`src/verilog/lin_err_inj_defines.svh`:
```
// offsets, field positions, reset values and counts of the error injector
`ifndef LIN_ERR_INJ_DEFINES_SVH
`define LIN_ERR_INJ_DEFINES_SVH

// register byte offsets
`define IOT_OFS_CTRL     8'h00
`define IOT_OFS_STAT     8'h04
`define IOT_OFS_MASK     8'h08

// control field positions
`define IOT_BIT_BITERR   31
`define IOT_BIT_PHYSERR  30
`define IOT_BIT_CKSERR   29
`define IOT_BIT_SYNCERR  28
`define IOT_BIT_FRMERR   26
`define IOT_BIT_PARERR   25
`define IOT_BIT_BRKERR   24
`define IOT_KEY_MSB      11
`define IOT_KEY_LSB      8

// enable key value and writable bits outside the key
`define IOT_KEY_ON       4'ha
`define IOT_CTRL_WMASK   32'hf71f0003
`define IOT_KEY_MASK     32'h00000f00
`define IOT_CTRL_RESET   32'h00000000

// status and mask bits
`define IOT_EVT_W        6
`define IOT_EVT_BIT      0
`define IOT_EVT_PHYS     1
`define IOT_EVT_FRAME    2
`define IOT_EVT_PARITY   3
`define IOT_EVT_SYNC     4
`define IOT_EVT_BREAK    5

// timing counts
`define IOT_BREAK_BITS   10
`define IOT_SYNC_SKEW    16'h0010

`endif

```
`src/verilog/lin_err_inj_pkg.sv`:
```
// types shared by the error injector files
package lin_err_inj_pkg;

	// one received bit from the pin sampler
	typedef struct packed {
		logic valid;       // one-cycle strobe
		logic value;       // sampled bit level
		logic is_stop;     // bit is a stop bit
		logic is_parity;   // bit is a parity bit
		logic in_break_tx; // received while sending the sync break
	} rx_bit_t;

	// one sync field bit width measurement
	typedef struct packed {
		logic        valid;
		logic [15:0] width;
	} sync_meas_t;

	// bus slave states
	typedef enum logic [3:0] {
		ST_IDLE  = 4'b0001,
		ST_WRITE = 4'b0010,
		ST_RWAIT = 4'b0100,
		ST_RDONE = 4'b1000
	} bus_state_t;

endpackage : lin_err_inj_pkg

```
`src/verilog/break_hold_timer.sv`:
```
// timer that holds the internal receive input low for a break
`timescale 1ns/100ps
`default_nettype none
`include "lin_err_inj_defines.svh"

module break_hold_timer #(
	parameter int BITS = `IOT_BREAK_BITS
) (
	input  wire logic hclk,
	input  wire logic hresetn,
	input  wire logic start,
	input  wire logic bit_tick,
	output var  logic active,
	output var  logic done
);

	logic [7:0] count;
	wire        last_tick = active && bit_tick && (count == 8'(BITS - 1));

	// count bit times while holding; a start during a hold is ignored
	always_ff @(posedge hclk or negedge hresetn) begin
		if (!hresetn) begin
			active <= 1'b0;
			count  <= 8'h00;
			done   <= 1'b0;
		end else begin
			done <= last_tick;
			if (!active && start) begin
				active <= 1'b1;
				count  <= 8'h00;
			end else if (last_tick) begin
				active <= 1'b0;
			end else if (active && bit_tick) begin
				count <= count + 8'h01;
			end
		end
	end

endmodule : break_hold_timer
`default_nettype wire

```
`src/verilog/lin_sci_error_injection.sv`:
```
// error injection stage between the receive sampler and the checkers
//
// Our own choices: register access over AHB-Lite and the register offsets.
`timescale 1ns/100ps
`default_nettype none
`include "lin_err_inj_defines.svh"

// Functional notes
// RULE1: LIN mode bit error enable forces bits to one toward the bit monitor.
// RULE2: LIN physical bus enable forces bits received during break send to one.
// RULE3: LIN checksum enable inverts checksum kind given to the checksum check.
// RULE4: LIN sync enable skews sync bit widths so the consistency check fails.
// RULE5: frame error enable forces received stop bits to zero.
// RULE6: compatible mode parity enable inverts each received parity bit.
// RULE7: compatible break enable zeroes stop bit, then holds input low 10 bits.
// RULE8: reserved bits 27 and 23-21 read zero and ignore writes.
// RULE9: every control field acts only while the test mode is active.
// RULE10: key readable always, writable in protected mode; value A enables mode.
// RULE11: clear enables pass data unaltered; all enables reset to zero.
module lin_sci_error_injection
	import lin_err_inj_pkg::*;
(
	input  wire logic        hclk,
	input  wire logic        hresetn,
	input  wire logic        hsel,
	input  wire logic [31:0] haddr,
	input  wire logic [1:0]  htrans,
	input  wire logic        hwrite,
	input  wire logic [2:0]  hsize,
	input  wire logic [31:0] hwdata,
	input  wire logic        hready,
	output logic             hreadyout,
	output logic             hresp,
	output var  logic [31:0] hrdata,
	output var  logic        irq,
	input  wire logic        protected_write_mode,
	input  wire logic        lin_mode,
	input  wire logic        bit_tick,
	input  wire rx_bit_t     rx_in,
	input  wire logic        rx_line_in,
	input  wire logic        checksum_kind_in,
	input  wire sync_meas_t  sync_in,
	output var  rx_bit_t     rx_out,
	output var  logic        monitor_bit,
	output var  logic        rx_line_out,
	output var  logic        checksum_kind_out,
	output var  sync_meas_t  sync_out,
	output var  logic        io_test_mode,
	output var  logic        loopback_enable,
	output var  logic        rx_pin_enable,
	output var  logic [1:0]  pin_sample_invert,
	output var  logic [2:0]  tx_shift
);

	bus_state_t            state;
	bus_state_t            next_state;
	logic [7:0]            addr;
	logic [31:0]           ctrl;
	logic [`IOT_EVT_W-1:0] stat;
	logic [`IOT_EVT_W-1:0] mask;
	logic                  sync_alt;
	logic                  brk_active;
	logic                  brk_done;

	// address phase decode
	wire take      = hsel && hready && htrans[1];
	wire wr_commit = (state == ST_WRITE);
	wire rd_load   = (state == ST_RWAIT);
	wire sel_ctrl  = (addr == `IOT_OFS_CTRL);
	wire sel_stat  = (addr == `IOT_OFS_STAT);
	wire sel_mask  = (addr == `IOT_OFS_MASK);

	// write data merge: key only under protected write, reserved never
	wire [31:0] wr_mask = `IOT_CTRL_WMASK
		| (protected_write_mode ? `IOT_KEY_MASK : 32'h0); // RULE10 RULE8
	wire [31:0] next_ctrl = (ctrl & ~wr_mask) | (hwdata & wr_mask);

	// read data selection
	wire [31:0] rd_word =
		sel_ctrl ? ctrl :
		sel_stat ? {26'h0, stat} :
		sel_mask ? {26'h0, mask} : 32'h0;

	// mode qualification
	wire mode_on = (ctrl[`IOT_KEY_MSB:`IOT_KEY_LSB] == `IOT_KEY_ON); // RULE10
	wire lin_on  = mode_on && lin_mode;  // RULE9
	wire sci_on  = mode_on && !lin_mode; // RULE9

	// per-bit injection conditions
	wire inj_bit   = lin_on && ctrl[`IOT_BIT_BITERR]; // RULE1
	wire inj_phys  = lin_on && ctrl[`IOT_BIT_PHYSERR]
		&& rx_in.in_break_tx; // RULE2
	wire inj_ck    = lin_on && ctrl[`IOT_BIT_CKSERR]; // RULE3
	wire inj_sync  = lin_on && ctrl[`IOT_BIT_SYNCERR]; // RULE4
	wire inj_frame = mode_on && ctrl[`IOT_BIT_FRMERR]
		&& rx_in.is_stop; // RULE5
	wire inj_brk   = sci_on && ctrl[`IOT_BIT_BRKERR]
		&& rx_in.is_stop; // RULE7
	wire inj_par   = sci_on && ctrl[`IOT_BIT_PARERR]
		&& rx_in.is_parity; // RULE6

	// modified values, untouched when nothing is injected
	wire next_mon   = rx_in.value | inj_bit | inj_phys; // RULE1 RULE2 RULE11
	wire next_value = (rx_in.value & ~(inj_frame | inj_brk))
		^ inj_par; // RULE5 RULE6 RULE7 RULE11
	wire [15:0] next_width = sync_in.width
		+ ((inj_sync && sync_alt) ? `IOT_SYNC_SKEW : 16'h0); // RULE4
	wire rx_bit_t next_rx = '{rx_in.valid, next_value, rx_in.is_stop,
		rx_in.is_parity, rx_in.in_break_tx}; // RULE11

	// events that set sticky status bits
	wire v = rx_in.valid;
	wire [`IOT_EVT_W-1:0] evt = {
		brk_done,
		inj_sync && sync_in.valid,
		v && inj_par,
		v && (inj_frame || inj_brk),
		v && inj_phys,
		v && inj_bit
	};

	// bus state sequencing
	always_comb begin
		next_state = state;
		case (state)
			ST_IDLE, ST_WRITE, ST_RDONE: begin
				if (take && hwrite) begin
					next_state = ST_WRITE;
				end else if (take) begin
					next_state = ST_RWAIT;
				end else begin
					next_state = ST_IDLE;
				end
			end
			ST_RWAIT: begin
				next_state = ST_RDONE;
			end
			default: begin
				next_state = ST_IDLE;
			end
		endcase
	end

	// bus handshake: reads take one wait state
	assign hreadyout = (state != ST_RWAIT);
	assign hresp     = 1'b0;

	// bus state, captured address and read data
	always_ff @(posedge hclk or negedge hresetn) begin
		if (!hresetn) begin
			state  <= ST_IDLE;
			addr   <= 8'h00;
			hrdata <= 32'h0;
		end else begin
			state <= next_state;
			if (take) begin
				addr <= {haddr[7:2], 2'b00};
			end
			if (rd_load) begin
				hrdata <= rd_word; // RULE8
			end
		end
	end

	// control and mask registers
	always_ff @(posedge hclk or negedge hresetn) begin
		if (!hresetn) begin
			ctrl <= `IOT_CTRL_RESET; // RULE11
			mask <= '0;
		end else if (wr_commit) begin
			if (sel_ctrl) begin
				ctrl <= next_ctrl; // RULE8 RULE10
			end
			if (sel_mask) begin
				mask <= hwdata[`IOT_EVT_W-1:0];
			end
		end
	end

	// sticky status: read clears, a new event wins over the clear
	always_ff @(posedge hclk or negedge hresetn) begin
		if (!hresetn) begin
			stat <= '0;
			irq  <= 1'b0;
		end else begin
			stat <= ((rd_load && sel_stat) ? '0 : stat) | evt;
			irq  <= |((((rd_load && sel_stat) ? '0 : stat) | evt) & mask);
		end
	end

	// receive path stage, one cycle of latency
	always_ff @(posedge hclk or negedge hresetn) begin
		if (!hresetn) begin
			rx_out            <= '0;
			monitor_bit       <= 1'b1;
			checksum_kind_out <= 1'b0;
			sync_out          <= '0;
			sync_alt          <= 1'b0;
			rx_line_out       <= 1'b1;
		end else begin
			rx_out            <= next_rx;
			monitor_bit       <= next_mon;
			checksum_kind_out <= checksum_kind_in ^ inj_ck; // RULE3
			sync_out.valid    <= sync_in.valid;
			sync_out.width    <= next_width;
			rx_line_out       <= rx_line_in & ~brk_active; // RULE7
			if (!inj_sync) begin
				sync_alt <= 1'b0;
			end else if (sync_in.valid) begin
				sync_alt <= ~sync_alt; // RULE4
			end
		end
	end

	// break hold after the zeroed stop bit
	break_hold_timer #(
		.BITS (`IOT_BREAK_BITS)
	) u_break_hold (
		.hclk     (hclk),
		.hresetn  (hresetn),
		.start    (v && inj_brk), // RULE7
		.bit_tick (bit_tick),
		.active   (brk_active),
		.done     (brk_done)
	);

	// control fields presented to the rest of the module
	always_comb begin
		io_test_mode      = mode_on;
		loopback_enable   = mode_on && ctrl[1]; // RULE9
		rx_pin_enable     = mode_on && ctrl[0]; // RULE9
		pin_sample_invert = mode_on ? ctrl[20:19] : 2'b00;
		tx_shift          = mode_on ? ctrl[18:16] : 3'b000;
	end

	// bit ticks seen while the break hold keeps the line low
	logic [7:0] held_ticks;
	always_ff @(posedge hclk or negedge hresetn) begin
		if (!hresetn) begin
			held_ticks <= 8'h00;
		end else if (!brk_active) begin
			held_ticks <= 8'h00;
		end else if (bit_tick) begin
			held_ticks <= held_ticks + 8'h01;
		end
	end
endmodule : lin_sci_error_injection
`default_nettype wire
```
`config.mk`:
```
export PLATFORM = sky130hd
export DESIGN_NAME = lin_sci_error_injection
export DESIGN_NICKNAME = d
export VERILOG_FILES = /design/src/verilog/lin_err_inj_pkg.sv /design/src/verilog/break_hold_timer.sv /design/src/verilog/lin_sci_error_injection.sv
export VERILOG_INCLUDE_DIRS = /design/src /design/src/verilog
export SDC_FILE = /design/constraint.sdc
export NUM_CORES = 1
export LEC_CHECK = 0
export BUFFER_PORTS_ARGS = -buffer_cell sky130_fd_sc_hd__buf_2
export CAP_MARGIN = 20
export CORE_MARGIN = 2
export CORE_UTILIZATION = 52
export DETAILED_ROUTE_END_ITERATION = 6
export PLACE_DENSITY = 0.85
export RECOVER_POWER = 50
export SLEW_MARGIN = 10
export SYNTH_ARGS = -nofsm -noshare
export SYNTH_HDL_FRONTEND = slang
export SYNTH_SLANG_ARGS = --single-unit
```
`constraint.sdc`:
```
create_clock -name hclk -period 3.8 [get_ports hclk]
set_clock_uncertainty 0.15 [all_clocks]
set_input_delay 0.76 -clock hclk [delete_from_list [all_inputs] [get_ports hclk]]
set_output_delay 0.76 -clock hclk [all_outputs]
set_load 0.005 [all_outputs]
```
==> results of run 1 <==
-- Yosys cell counts (2+ instances only) --
master and count:
and3_1 9, nor4b_4 2, dfrtp_1 96, xnor2_1 9, dfstp_2 3, a22oi_1 8, o21ai_0 15, nand4_1 4
nor2b_1 3, o31ai_1 3, buf_4 12, xor2_1 8, and2_1 12, a22o_1 17, ha_1 4, a32o_1 2
o211ai_1 2, buf_2 3, mux2_4 4, a21o_1 2, nor2_1 15, clkbuf_1 5, nand2b_1 2, and4_1 3
nand3_1 14, nor3b_1 2, mux2_2 26, nand2_1 21, inv_1 9
-- cell type report --
class	count	area [um2]	share of cell area (%)
clock buffer	10	128	2.54
clock inverter	6	47.5	0.946
inverter	10	37.5	0.746
multi-input combinational	218	1620	32.2
sequential	99	2480	49.3
tap	102	128	2.54
timing repair buffer	119	588	11.7
-- layout by cell type, fill, tap and decap left out, drive strengths merged, types with 2 or more instances in the layout --
cell type / synthesis / routed
a21o: 2 / 2
a22o: 17 / 17
a22oi: 8 / 8
a32o: 2 / 2
and2: 13 / 13
and3: 9 / 9
and4: 3 / 3
buf: 16 / 111
clkbuf: 5 / 18
clkinv: 0 / 2
conb: 1 / 11
dfrtp: 96 / 96
dfstp: 3 / 3
ha: 4 / 4
inv: 10 / 13
mux2: 30 / 30
nand2: 22 / 22
nand2b: 2 / 2
nand3: 15 / 15
nand4: 4 / 4
nor2: 16 / 16
nor2b: 3 / 3
nor3b: 2 / 2
nor4b: 3 / 3
o211ai: 2 / 2
o21ai: 15 / 15
o31ai: 3 / 3
xnor2: 9 / 9
xor2: 8 / 8
-- sequential cells by signal, summed over array words and instances, names as in the netlist, 5 cells and up, named ones only --
register / count
hrdata: 22
u_break_hold.count: 8
sync_out: 17
mask: 6
stat: 6
rx_out: 5
addr: 6
ctrl: 14
-- power by group --
| part | leakage, nW | internal [W] | switching [W] |
|---|---|---|---|
| registers | 1.27 | 0.00114 | 0.0000853 |
| logic | 1.16 | 0.000119 | 0.000135 |
| clock network | 0.0877 | 0.000246 | 0.000369 |
-- stage by stage --
step	util (%)	power [W]	hold WS [ns]	worst slack, ns
final	64.4	0.00209	0.332	0.800
after global routing	64.4	0.00219	0.332	0.594
after CTS	64.6	0.00211	0.184	1.05
after detailed placement	62.4	0.00150	0.316	1.08
after global placement	62.4	0.00148	0.316	1.13
after floorplan	-	0.00138	0.273	1.52
-- worst max-delay path: stages, from the launching register on --
cell and delay (ns):
dfrtp_1 0.41, and4bb_1 0.64, and2_0 0.50, and3_1 0.24
ha_1 0.21, ha_1 0.22, inv_1 0.05, nor2_1 0.20
nand2_1 0.11, xnor2_1 0.14
-- metal layers --
layer | up-vias | GRT usage (%)
met5 | - | 0
met4 | 0 | 8.45
met3 | 12 | 3.61
met2 | 69 | 36.3
met1 | 1525 | 27.4
li1 | 1431 | -
-- final timing paths --
kind                       slack [ns]  cells after the start                                 to             startpoint
hold reg to reg                  0.33                      2              hrdata[5]$_DFFE_PN0N_  hrdata[5]$_DFFE_PN0N_
setup reg to reg                 0.80                      9             sync_out[12]$_DFF_PN0_                   flop
min in group asynchronous        0.72                      1  u_break_hold.count[2]$_DFFE_PN0P_                hresetn
max in group asynchronous        1.14                      2               sync_alt$_DFFE_PN0P_                hresetn
setup / recovery                 0.80                      9             sync_out[12]$_DFF_PN0_                   flop
hold / removal                   0.33                      2              hrdata[5]$_DFFE_PN0N_  hrdata[5]$_DFFE_PN0N_
-- logic make-up after synthesis --
group	after synthesis	synth area share [%]
muxes	31	8.57
other	1	0.0885
adders and majority gates	4	1.18
AOI/OAI and AO/OA	57	9.99
DFF	99	58.6
buffers and inverters	31	4.08
and+or+nand+nor	98	14.0
xor gates and xnor gates	17	3.52
==> results_dict.tcl, run 1 <==
set metrics [dict create \
    yosysWarnings 0 \
    dp.cells 548 \
    first_pass_iters 4 \
    avgSynthCellArea_um2 12.5 \
    routed.top_layer "met4" \
    yosysUniqueCellTypes 52 \
    fp.dieH_um 94.3 \
    final_area_um2 5030 \
    crit_type "flop to flop" \
    n_fill_cell 620 \
    drtIter0Drc 157 \
    drv_slew 34 \
    diodes 0 \
    p_leak_nw 2.52 \
    dieArea_um2 8880 \
    hold_buffers 0 \
    drt-total-wl_mm 9.00 \
    synth_area_leader_cell "dfrtp_1" \
    cts_inserted_buffers 9 \
    insertion_delay_ns 0.36 \
    vias 3037 \
    outcome "complete, but fails checks" \
    htreeDepth 3 \
    synthFlopType "dfrtp_1" \
    viasPerCell 5.38 \
    synth_area_leaders "dfrtp_1 (57%), mux2_2 (6.9%), a22o_1 (3.5%)" \
    hold_viol 0 \
    wl_per_cell_um 16.0 \
    end_kind "flop" \
    synth_top_cell_area_share_pct 56.7 \
    start_util_pct 54.2 \
    gr-usage-all-layers_pct 21.4 \
    cp-start-kind "flop" \
    placed_area_um2 4870 \
    grt_max_degree 36 \
    rsz0062_at_grt "false" \
    drv_cap 1 \
    nets 562 \
    violations "capacitance limit, slew limit" \
    fin_cells 564 \
    worstHoldPathType "flop to flop" \
    routed-wl-met2_mm 4.81 \
    ant_nets 0 \
    grt_overflow 0 \
    path_clk_slew_ns 0.10 \
    synthCells 338 \
    setup_viol 0 \
    cts_tree "built" \
    std_cell_rows 32 \
    grt_pass1_wl_mm 14.4 \
    async_flop_share_pct 100 \
    crit_arrival_ns 3.10 \
    first_global_vias 2970 \
    clock-sinks 99 \
    antenna_found_initial 0 \
    cts_resized 0 \
    tightest_slew_ns 1.78 \
    tns_ns 0 \
    synth_edf_count 0 \
    worst_ir_drop_vdd_v 0.000268 \
    hpwl_mm 6.71 \
    die_w_um 94.3 \
    num_io_pins 169 \
    syn2layout_area_growth_pct 18.7 \
    ys_ff_latch 99 \
    yosysSeqAreaShare_pct 58.6 \
    drive_gt1_share_pct 36.6 \
    cp_data_required_time_ns 3.90 \
    min_period_ns 3.00 \
    layout_worst_path_cycle_share_pct 78.9 \
    powerDensity_nw_per_um2 416 \
    cts_buffer_depth 2 \
    wl_met3_um 365 \
    relSlewSlack_pct -18.6 \
    post-cts-setup-buffers 0 \
    fmax_ghz 0.333 \
    port_buffers 117 \
    wl_met1_mm 3.69 \
    drc 0 \
    path_max_fanout 16 \
    cts-root-buf "clkbuf_8" \
    coreArea_um2 7810 \
    place.gp.congestion 0.933 \
    netlist_area_um2 4240 \
]
No activity file was read; power rests on OpenSTA's default activity.
==> inputs of run 2 (changes only) <==
Settings changed: CORE_UTILIZATION 52 to 48, PLACE_DENSITY 0.85 to 0.79.
Clock period 3.8 ns to 2.9 ns, I/O delays scaled along.
==> run 2 against run 1 <==
  * The flow now finishes without violations
  * Critical path depth shrank 6
  * Largest cell class unchanged
  * Wire length shrank 0.50%
  * Sequential cell count is the same
  * Highest routed layer unchanged
==> results_dict.tcl, run 2 (synthesis gave the netlist of run 1 again) <==
set metrics [dict create \
    slowest_delay_ns 0.71 \
    placed_area_um2 4900 \
    grt_max_degree 57 \
    drv_slew 0 \
    total_power_w 0.00277 \
    critPathBufInv 2 \
    place.gp.congestion 0.826 \
    crit_chain "nor4b_4 -> inv_2 -> buf_2" \
    layout_worst_path_cycle_share_pct 86.6 \
    ant_nets 0 \
    fmax_ghz 0.398 \
    worst_ir_drop_vdd_v 0.000302 \
    seqCellArea_um2 2480 \
    htreeDepth 3 \
    std_cell_rows 34 \
    final_cell_mix "buf_2 (110), dfrtp_1 (96), mux2_2 (26), nand2_1 (21), a22o_1 (17)" \
    critPathTopFamily "flip-flops" \
    top_regs "hrdata (22), sync_out (17), ctrl (14)" \
    first_pass_iters 4 \
    insertion_delay_ns 0.36 \
    drt-total-wl_mm 8.95 \
    ff2ff_setup_slack_ns 0.69 \
    worstHoldPathType "primary input to flop" \
    cp_data_required_time_ns 2.17 \
    cp-start-kind "flop" \
    num_io_pins 169 \
    vias 3045 \
    post-cts-setup-buffers 0 \
    crit_arrival_ns 1.78 \
    antenna_found_initial 0 \
    clock-sinks 99 \
    final_area_um2 5070 \
    drive_gt1_share_pct 36.9 \
    die_w_um 97.9 \
    viasPerCell 5.32 \
    first_global_vias 2994 \
    top_register "hrdata" \
    start_util_pct 49.0 \
    syn2layout_area_growth_pct 19.8 \
    cts_inserted_buffers 9 \
    grt_pass1_wl_mm 14.7 \
    outcome "completed" \
    cts_tree "built" \
    grt_overflow 0 \
    diodes 0 \
    hpwl_mm 6.59 \
    multi_input_area_um2 1620 \
    n_fill_cell 778 \
    drc 0 \
    final_common_cell "buf_2" \
    crit_type "flop to output pin" \
    min_period_ns 2.51 \
    cts_buffer_depth 2 \
    nets 564 \
    port_buffers 117 \
    gr-usage-all-layers_pct 19.2 \
    tightest_slew_ns 1.10 \
    cts_resized 0 \
    drv_cap 0 \
    wl_per_cell_um 15.7 \
    tns_ns 0 \
    rsz0062_at_grt "false" \
    path_max_fanout 26 \
    fp.dieH_um 97.9 \
    hold_viol 0 \
    drtIter0Drc 142 \
    coreArea_um2 8640 \
    powerDensity_nw_per_um2 546 \
    dieArea_um2 9590 \
    end_kind "output pin" \
    critPathSlowestCell "dfstp_1" \
    relSlewSlack_pct 26.7 \
    largest_register_ffs 22 \
    cts-root-buf "clkbuf_8" \
    hold_buffers 0 \
    path_clk_slew_ns 0.10 \
    p_leak_nw 2.53 \
    setup_viol 0 \
]
-- run 2: cell types whose count changed in the layout (fill, tap and decap cells not counted), sizes merged --
cell / previous run / this run
buf: 111 / 113
clkinv: 2 / 3
clkbuf: 18 / 17
-- run 2: per-stage QoR --
stage	setup WS [ns]	cells	hold slack (ns)	util, %
after floorplan	0.645	348	0.134	-
after global placement	0.695	556	0.314	56.8
after detailed placement	0.685	556	0.319	56.8
after CTS	0.374	572	0.0613	58.9
after global routing	0.301	572	0.137	58.7
final	0.387	572	0.164	58.7
-- run 2: layout make-up --
cell class              instances  area share [%]
multi-input cells             218            31.9
repair buffers                121            12.2
clock inverters                 7            1.16
clock buffers                   9            2.44
well taps                     108            2.66
inverters                      10           0.740
flip-flops and latches         99            48.9
-- run 2: power by group --
part / switching, W / leakage [nW] / total, W / internal (W)
logic: 0.000179 / 1.17 / 0.000338 / 0.000158
clock network: 0.000504 / 0.0921 / 0.000830 / 0.000326
registers: 0.000110 / 1.26 / 0.00160 / 0.00149
-- run 2: worst paths after layout --
check,from,end,depth (start not counted)
setup / recovery,state[0]$_DFF_PN1_,hreadyout,3
hold / removal,sync_in[0],sync_out[0]$_DFF_PN0_,1
setup reg to reg,flop,sync_out[14]$_DFF_PN0_,9
hold reg to reg,hrdata[2]$_DFFE_PN0N_,hrdata[2]$_DFFE_PN0N_,2
max in group asynchronous,hresetn,monitor_bit$_DFF_PN1_,2
min in group asynchronous,hresetn,rx_out[1]$_DFF_PN0_,1
-- run 2: per-layer routing --
layer	vias to the layer above	track usage [%]	share of wire [%]
met4	0	8.23	1.8
met5	-	0	0
met3	11	4.08	5.5
li1	1422	-	-
met1	1518	25.2	44
met2	94	30.9	49
